File: src/mar_pkg.sv
// constants, types and state layout for the modbus analog register reader
package mar_pkg;
   localparam int MAR_NCH = 8;
   localparam int MAR_ARR_AW = 8;
   localparam logic [7:0] MAR_FC_HOLD = 8'h03;
   localparam logic [7:0] MAR_FC_INPUT = 8'h04;
   localparam logic [7:0] MAR_EXC_BIT = 8'h80;
   localparam logic [7:0] MAR_EXC_FUNC = 8'h01;
   localparam logic [7:0] MAR_EXC_ADDR = 8'h02;
   localparam logic [15:0] MAR_FLT_MAX_START = 16'h000e;
   localparam logic [15:0] MAR_CNT_MAX_START = 16'h0007;
   localparam logic [15:0] MAR_FLT_MAX_QTY = 16'h0008;
   localparam logic [15:0] MAR_CNT_MAX_QTY = 16'h0010;
   localparam logic [16:0] MAR_FLT_MAP = 17'h00010;
   localparam logic [16:0] MAR_CNT_MAP = 17'h00008;
   localparam logic MAR_FMT_FLOAT = 1'b0;
   localparam logic [5:0] MAR_IDX_FC = 6'h00;
   localparam logic [5:0] MAR_IDX_SHI = 6'h01;
   localparam logic [5:0] MAR_IDX_SLO = 6'h02;
   localparam logic [5:0] MAR_IDX_QHI = 6'h03;
   localparam logic [5:0] MAR_IDX_QLO = 6'h04;
   localparam logic [5:0] MAR_IDX_BC = 6'h01;
   localparam logic [5:0] MAR_IDX_DATA = 6'h02;

   typedef enum logic [2:0] {
      MAR_ST_RECV = 3'h1,
      MAR_ST_CHECK = 3'h2,
      MAR_ST_SEND = 3'h4
   } mar_state_e;

   typedef struct packed {
      logic [31:0] volts;
      logic [15:0] counts;
   } mar_chan_s;

   typedef struct packed {
      mar_state_e fsm;
      logic [5:0] idx;
      logic [7:0] fc;
      logic [15:0] start;
      logic [15:0] qty;
      logic fmt;
      logic swap;
      logic exc;
      logic [7:0] exc_code;
      logic [7:0] tx_byte;
      logic [5:0] m_idx;
      logic m_exc;
      logic [7:0] m_hi;
      logic [MAR_ARR_AW-1:0] m_ptr;
      logic [7:0] m_rcode;
      logic [7:0] m_xcode;
      logic m_we;
      logic [MAR_ARR_AW-1:0] m_waddr;
      logic [15:0] m_wdata;
   } mar_state_s;
endpackage

File: src/mar_reader.sv
// modbus read holding/input register responder with master-side response capture
`timescale 1ns/1ps
module mar_reader import mar_pkg::*; (
   input wire logic clk_sys,
   input wire logic reset,
   input wire logic register_format_select,
   input wire logic function_map_swap,
   input wire mar_chan_s [MAR_NCH-1:0] ain,
   input wire mar_chan_s [MAR_NCH-1:0] aout,
   input wire logic rx_valid,
   input wire logic [7:0] rx_data,
   output logic rx_ready,
   output logic tx_valid,
   output logic [7:0] tx_data,
   output logic tx_last,
   input wire logic tx_ready,
   input wire logic mrx_valid,
   input wire logic mrx_first,
   input wire logic [7:0] mrx_data,
   input wire logic [MAR_ARR_AW-1:0] raw_bus_send_command,
   output logic [7:0] response_code_query,
   output logic [7:0] exception_code_query,
   output logic arr_we,
   output logic [MAR_ARR_AW-1:0] arr_addr,
   output logic [15:0] arr_data
);
   mar_state_s st_reg;
   mar_state_s st_next;
   mar_chan_s [MAR_NCH-1:0] sel;
   logic [5:0] last_idx;
   logic tx_fire;
   logic [16:0] span;

   // code 3 reads inputs unless swapped; swap is the latched copy so data never
   // changes set in mid-response
   genvar g;
   generate
      for (g = 0; g < MAR_NCH; g++) begin : g_sel
         assign sel[g] = ((st_reg.fc == MAR_FC_HOLD) ^ st_reg.swap) ? ain[g] : aout[g];
      end
   endgenerate

   function automatic logic [7:0] resp_byte(input mar_state_s s, input logic [5:0] i);
      logic [5:0] j;
      logic [15:0] r;
      logic [15:0] w;
      j = i - MAR_IDX_DATA;
      r = s.start + 16'(j[5:1]);
      if (s.fmt == MAR_FMT_FLOAT) begin
         // high register of the float first
         w = r[0] ? sel[r[3:1]].volts[15:0] : sel[r[3:1]].volts[31:16];
      end else begin
         w = sel[r[2:0]].counts;
      end
      if (i == MAR_IDX_FC) begin
         resp_byte = s.exc ? (s.fc | MAR_EXC_BIT) : s.fc;
      end else if (i == MAR_IDX_BC) begin
         resp_byte = s.exc ? s.exc_code : {s.qty[6:0], 1'b0};
      end else begin
         resp_byte = j[0] ? w[7:0] : w[15:8];
      end
   endfunction

   assign last_idx = st_reg.exc ? MAR_IDX_BC : 6'(MAR_IDX_BC + {st_reg.qty[4:0], 1'b0});
   assign rx_ready = (st_reg.fsm == MAR_ST_RECV);
   assign tx_valid = (st_reg.fsm == MAR_ST_SEND);
   assign tx_last = tx_valid && (st_reg.idx == last_idx);
   assign tx_fire = tx_valid && tx_ready;
   assign tx_data = st_reg.tx_byte;
   assign span = {1'b0, st_reg.start} + {1'b0, st_reg.qty};
   assign response_code_query = st_reg.m_rcode;
   assign exception_code_query = st_reg.m_xcode;
   assign arr_we = st_reg.m_we;
   assign arr_addr = st_reg.m_waddr;
   assign arr_data = st_reg.m_wdata;

   always_comb begin
      st_next = st_reg;
      st_next.m_we = 1'b0;
      case (st_reg.fsm)
         MAR_ST_RECV: begin
            if (rx_valid) begin
               case (st_reg.idx)
                  MAR_IDX_FC: st_next.fc = rx_data;
                  MAR_IDX_SHI: st_next.start[15:8] = rx_data;
                  MAR_IDX_SLO: st_next.start[7:0] = rx_data;
                  MAR_IDX_QHI: st_next.qty[15:8] = rx_data;
                  default: st_next.qty[7:0] = rx_data;
               endcase
               st_next.idx = st_reg.idx + 6'h01;
               if (st_reg.idx == MAR_IDX_QLO) begin
                  st_next.fsm = MAR_ST_CHECK;
               end
            end
         end
         MAR_ST_CHECK: begin
            st_next.fmt = register_format_select;
            st_next.swap = function_map_swap;
            st_next.exc = 1'b1;
            st_next.exc_code = MAR_EXC_ADDR;
            if (st_reg.fc != MAR_FC_HOLD && st_reg.fc != MAR_FC_INPUT) begin
               st_next.exc_code = MAR_EXC_FUNC;
            end else if (register_format_select == MAR_FMT_FLOAT) begin
               st_next.exc = (st_reg.start > MAR_FLT_MAX_START) || (st_reg.qty == '0) ||
                  (st_reg.qty > MAR_FLT_MAX_QTY) || (span > MAR_FLT_MAP);
            end else begin
               st_next.exc = (st_reg.start > MAR_CNT_MAX_START) || (st_reg.qty == '0) ||
                  (st_reg.qty > MAR_CNT_MAX_QTY) || (span > MAR_CNT_MAP);
            end
            st_next.idx = MAR_IDX_FC;
            st_next.tx_byte = resp_byte(st_next, MAR_IDX_FC);
            st_next.fsm = MAR_ST_SEND;
         end
         MAR_ST_SEND: begin
            if (tx_fire) begin
               st_next.idx = st_reg.idx + 6'h01;
               st_next.tx_byte = resp_byte(st_reg, st_reg.idx + 6'h01);
               if (tx_last) begin
                  st_next.idx = MAR_IDX_FC;
                  st_next.fsm = MAR_ST_RECV;
               end
            end
         end
         default: st_next.fsm = MAR_ST_RECV;
      endcase
      // master side: a response frame starts at mrx_first, framing is resynced there
      if (mrx_valid) begin
         if (mrx_first) begin
            st_next.m_rcode = mrx_data;
            st_next.m_exc = mrx_data[7];
            st_next.m_ptr = raw_bus_send_command;
            st_next.m_idx = MAR_IDX_BC;
         end else if (st_reg.m_idx == MAR_IDX_BC) begin
            if (st_reg.m_exc) begin
               st_next.m_xcode = mrx_data;
            end
            st_next.m_idx = MAR_IDX_DATA;
         end else if (!st_reg.m_exc && st_reg.m_idx >= MAR_IDX_DATA) begin
            st_next.m_idx = st_reg.m_idx + 6'h01;
            if (st_reg.m_idx[0] == MAR_IDX_DATA[0]) begin
               st_next.m_hi = mrx_data;
            end else begin
               st_next.m_we = 1'b1;
               st_next.m_waddr = st_reg.m_ptr;
               st_next.m_wdata = {st_reg.m_hi, mrx_data};
               st_next.m_ptr = st_reg.m_ptr + 1'b1;
            end
         end
      end
   end

   always_ff @(posedge clk_sys) begin
      if (reset) begin
         st_reg <= '0;
         st_reg.fsm <= MAR_ST_RECV;
      end else begin
         st_reg <= st_next;
      end
   end
endmodule

File: config.mk
export PLATFORM = sky130hd
export DESIGN_NAME = mar_reader
export DESIGN_NICKNAME = d
export VERILOG_FILES = /design/src/mar_pkg.sv /design/src/mar_reader.sv
export SDC_FILE = /design/constraint.sdc
export NUM_CORES = 1
export LEC_CHECK = 0
export BUFFER_PORTS_ARGS = -buffer_cell sky130_fd_sc_hd__buf_4
export CORE_AREA = 4 4 330 332
export CTS_CLUSTER_SIZE = 40
export DETAILED_ROUTE_END_ITERATION = 8
export DIE_AREA = 0 0 334 336
export PLACE_DENSITY_LB_ADDON = 0.12
export SLEW_MARGIN = 20
export SYNTH_ARGS = -nofsm -noshare
export SYNTH_HDL_FRONTEND = slang
export SYNTH_SLANG_ARGS = --single-unit
File: constraint.sdc
create_clock -name clk_sys -period 5.8 [get_ports clk_sys]
set_input_delay 0.58 -clock clk_sys [delete_from_list [all_inputs] [get_ports clk_sys]]
set_output_delay 0.58 -clock clk_sys [all_outputs]
set_load 0.05 [all_outputs]
# --- Word-level counts from Yosys, hierarchy flattened ---
# Cells that the tools add are included.
op_classes:
  bitwise_logic: 7
  reduce_logical: 35
  add_sub_neg: 7
  order_cmp: 9
  muxes: 46
  eq_ne: 18
op_table:
  columns: ["cell", "count"]
  rows:
  - ["$mux 48", 9]
  - ["$bmux 48 s3", 2]
  - ["$mux 8", 16]
  - ["$mux 49", 1]
  - ["$mux 16", 3]
  - ["$gt 16x4->1 const B", 2]
  - ["$mux 25", 1]
  - ["$mux 6", 4]
  - ["$eq 6x1->1 const B", 3]
  - ["$mux 9", 2]
  - ["$pmux 6 s3", 1]
  - ["$reduce_and 3->1", 6]
  - ["$add 16x16->17", 1]
  - ["$gt 17x4->1 const B", 1]
  - ["$gt 17x5->1 const B", 1]
  - ["$gt 16x3->1 const B", 1]
  - ["$gt 16x5->1 const B", 1]
  - ["$logic_not 16->1", 1]
  - ["$pmux 8 s2", 1]
  - ["$add 6x1->6 const B", 2]
  - ["$eq 6x2->1 const B", 2]
  - ["$logic_not 6->1", 2]
  - ["$reduce_and 4->1", 3]
  - ["$reduce_and 5->1", 2]
  - ["30 further kinds", 54]
totals:
  register_bits: 132
  output_inout_bits: 52
  wordCells: 143
  inputBits: 800

# --- Logic depth before layout (Yosys ltp) ---
depth:
  ltp_word: 12
  depth_mapped: 19

# --- Worst setup path before layout ---
# No wires, ideal clock.
synth_timing:
  path_kind: "reg2reg"
  startpoint: "reg st_reg[123] (netlist name)"
  endpoint: "reg st_reg, in the netlist tx_data[3]"
  path_stages_with_launch: 16
  t_arrival_ps: 4011
  setup_ps: 132
  slack_ps: 1657
  n_path_buf: 5
  cell_sequence: "dfxtp_1 -> ha_1 -> clkbuf_1 -> xnor2_1 -> ha_1 -> inv_1 -> fa_1 -> buf_1 -> clkbuf_1 -> clkbuf_1 -> clkbuf_1 -> mux4_2 -> mux2i_1 -> o22ai_1 -> nor2_1 -> o22ai_2"
synth_between:
  elab_chain_cells: 12
  elab_cells_between_ends: 16
  classes_between: "3 x add/sub; 1 x eq/ne; 11 x mux; 1 x reduce/logical"
synth_lines:
  columns: ["item", "line_no", "rtl"]
  rows:
  - ["from (decl)", "mar_reader.sv:27", "mar_state_s st_reg;"]
  - ["from (signal assigned)", "mar_reader.sv:157", "st_reg <= st_next;"]
  - ["$add 6x1->6 (*)", "mar_reader.sv:117", "st_next.tx_byte = resp_byte(st_reg, st_reg.idx + 6'h01);"]
  - ["$sub 5x2->5", "mar_reader.sv:47", "j = i - MAR_IDX_DATA;"]
  - ["$add 4x4->4", "mar_reader.sv:48", "r = s.start + 16'(j[5:1]);"]
  - ["$bmux 48 s3", "mar_reader.sv:51", "w = r[0] ? sel[r[3:1]].volts[15:0] : sel[r[3:1]].volts[31:16];"]
  - ["$mux 48 (not written as such)", "mar_reader.sv:51", null]
  - ["$mux 16", "mar_reader.sv:51", null]
  - ["$mux 16", "mar_reader.sv:49", "if (s.fmt == MAR_FMT_FLOAT) begin"]
  - ["$mux 8", "mar_reader.sv:60", "resp_byte = j[0] ? w[7:0] : w[15:8];"]
  - ["$mux 8", "mar_reader.sv:57", "end else if (i == MAR_IDX_BC) begin"]
  - ["$mux 8 (*)", "mar_reader.sv:55", "if (i == MAR_IDX_FC) begin"]
  - ["$mux 8 (*)", "mar_reader.sv:115", "if (tx_fire) begin"]
  - ["$pmux 8 s2 (*)", "mar_reader.sv:80", "case (st_reg.fsm)"]
# Every way passes the cells marked *; elsewhere a longest branch is shown, timed or not. The select of a mux whose other input is x is not followed.
# A chain may end at the register's enable or synchronous reset.

# --- Final worst setup path ---
layout_timing:
  startpoint: "reg st_reg[123] (netlist name)"
  endpoint: "reg st_reg, in the netlist tx_data[2]"
# The elaborated chain is that of the path after synthesis.

==> results.json <==
{
  "rows": 120,
  "tightest_slew_ns": 1.00,
  "grt_pass1_wl_mm": 196,
  "yosysWarningCount": 0,
  "power_per_cell_area_mw_per_mm2": 149,
  "area_growth_pct": 53.4,
  "ys_async_sr_fraction": 0,
  "hold_path.class": "in -> reg",
  "die_w_um": 334,
  "ant_nets": 0,
  "worstSetupPathType": "reg -> reg",
  "cp_max_fo": 16,
  "dp.cells": 4158,
  "cts_htree_levels": 4,
  "cts_setup_buffers": 0,
  "cap_violations": 0,
  "syn-num-nets": 2907,
  "synth_enable_flop_cells": 0,
  "finClkSkew_ns": 0.0159,
  "syn_avg_cell_area_um2": 7.42,
  "seq_area_frac_synth": 0.162,
  "mostFrequentLayoutCell": "buf_4",
  "routabilityCongestion": 1.05,
  "rsz0062_at_grt": "no",
  "track_usage": 0.259,
  "instances_no_fill": 4221,
  "tns_ns": 0,
  "max_slew_margin": 0.330,
  "drive_gt1_frac": 0.382,
  "dp_slack_ns": 0.606,
  "cts-buffers-inserted": 17,
  "final.period_utilization": 0.893,
  "wl_mm": 153,
  "reg2regPathDepth": 14,
  "finalInstanceArea_mm2": 0.0236,
  "cts_resized": 0,
  "cp-end-kind": "flip-flop",
  "setup_slack_ns": 0.618,
  "drc": 0,
  "fill_cells": 12000,
  "setup_viol": 0,
  "port_buffers": 851,
  "p_leak_uw": 0.0101,
  "clock_latency_ns": 0.46,
  "largest_reg_flops": 77,
  "cts.sinks": 125,
  "drtIter0Drc": 2033,
  "die-height_um": 336,
  "status": "finished clean",
  "finalNetCount": 3604,
  "core_mm2": 0.106,
  "max_freq_mhz": 193,
  "dr.pass1.iters": 5,
  "cp.arrival_ns": 5.51,
  "ys_types": 78,
  "dpl_cell_area_mm2": 0.0230,
  "peakVddDrop_v": 0.000212,
  "antenna_found_initial": 95,
  "grt_pass1_vias": 20100,
  "syn_inst": 2077,
  "synth_area_mm2": 0.0154,
  "grt_remaining_overflow": 0,
  "ys_seq_elements": 125,
  "grt_max_degree": 89,
  "route.detailed.wl_per_inst_um": 36.2,
  "ios": 852,
  "start_kind": "flip-flop",
  "ys.flop_type": "dfxtp_1",
  "cts_root_buf": "clkbuf_16",
  "slew_violations": 0,
  "hold_buffers": 0,
  "critPathRequiredTime_ns": 6.13,
  "dp_hpwl_mm": 132,
  "tritoncts": "built",
  "clk_pin_slew_ns": 0.07,
  "start_util": 0.145,
  "die_area_mm2": 0.112,
  "cts_buffer_depth": 2,
  "hold_depth": 3,
  "vias": 20900,
  "layout_common_cells": "buf_4, nand2_1, a21oi_1, mux2i_1, dfxtp_1",
  "vias_per_cell": 4.95,
  "post-route-util": 0.222,
  "finalCriticalPeriod_ns": 5.18,
  "hold_viol": 0
}
## cell type report
class                      instances  area (um2)  area share
tap                             1403        1760      0.0743
sequential                       125        2510       0.106
antenna                           32        80.1     0.00339
clock buffer                      24         482      0.0204
timing repair buffer             913        6940       0.294
multi-input combinational       1697       11700       0.495
clock inverter                     7        88.8     0.00376
inverter                          20        75.1     0.00318
## cell families (layout without fill, tap and decap cells)
family / Yosys count / count (layout) / share of synthesized area
compound gates: 598 / 598 / 0.262
xor+xnor: 24 / 24 / 0.0145
fa+ha+maj: 30 / 30 / 0.0253
buf+inv: 255 / 964 / 0.0847
flops: 125 / 125 / 0.162
mux: 222 / 222 / 0.209
other cells: 0 / 32 / 0
simple gates: 823 / 823 / 0.242
## worst paths after layout
| check | start | to | slack [ns] |
|---|---|---|---|
| worst max-delay path | st_reg[123] | tx_data[2] | 0.62 |
| worst min-delay path | function_map_swap | st_reg[81] | 0.39 |
| worst max register to register | st_reg[123] | tx_data[2] | 0.62 |
| worst min register to register | st_reg[52] | arr_data[11] | 0.45 |
## synth_stat cells, types with 7 or more instances
library cell | n | area, um2
o31ai_1 | 9 | 67.6
a2111oi_0 | 7 | 61.3
nor2b_1 | 9 | 56.3
o211ai_1 | 7 | 52.6
nor4_1 | 25 | 156
o31a_1 | 8 | 70.1
nand3_1 | 81 | 405
a21o_1 | 12 | 90.1
a311oi_1 | 38 | 333
a311o_1 | 8 | 80.1
nand4_1 | 28 | 175
mux4_2 | 78 | 1760
or4_1 | 7 | 52.6
nor3_1 | 94 | 470
mux2i_1 | 128 | 1280
nand2b_1 | 10 | 62.6
o22ai_1 | 56 | 350
a32oi_1 | 16 | 140
buf_1 | 7 | 26.3
dfxtp_1 | 125 | 2500
nor2_1 | 112 | 420
ha_1 | 28 | 350
clkbuf_1 | 135 | 507
o21a_1 | 12 | 90.1
xor2_1 | 13 | 114
inv_1 | 20 | 75.1
buf_4 | 57 | 428
o21ai_0 | 73 | 365
and3_1 | 28 | 175
mux2_2 | 16 | 180
nand2_1 | 392 | 1470
a211oi_1 | 59 | 443
xnor2_1 | 10 | 87.6
a21oi_1 | 160 | 801
buf_6 | 7 | 78.8
a31oi_1 | 37 | 231
a22oi_1 | 11 | 82.6
or3_1 | 10 | 62.6
a211o_1 | 8 | 70.1
buf_2 | 26 | 130
## metal layers
metal  GRT usage  part of all wire  vias up
li1            -                 -     9291
met1       0.337              0.44    10500
met2       0.419              0.46      924
met3      0.0822             0.084      162
met4      0.0547             0.016       46
met5           0            0.0019        -
## report_power, final
| group | internal (uW) | total (uW) | switching, uW |
|---|---|---|---|
| clock network | 660 | 1080 | 424 |
| registers | 874 | 900 | 25.8 |
| logic | 700 | 1540 | 843 |
| total | 2230 | 3530 | 1290 |
## critical path, cell delays in order (launching register included)
cell,delay (ns)
dfxtp_1,0.52
inv_1,0.17
ha_1,0.38
inv_1,0.15
ha_1,0.25
inv_1,0.10
fa_4,0.71
inv_1,0.66
nand3_1,0.74
o22ai_1,0.38
nor3_1,0.09
o21ai_0,0.18
nand2_1,0.08
a2111oi_0,0.48
o22ai_1,0.13
## per-stage QoR
stage	hold WS (ns)	power [uW]
after floorplan	0.432	1530
after global placement	0.446	2450
after detailed placement	0.448	2440
after CTS	0.334	3560
after global routing	0.377	3670
final	0.389	3530
Note: power is estimated with default switching activity, not from simulation.
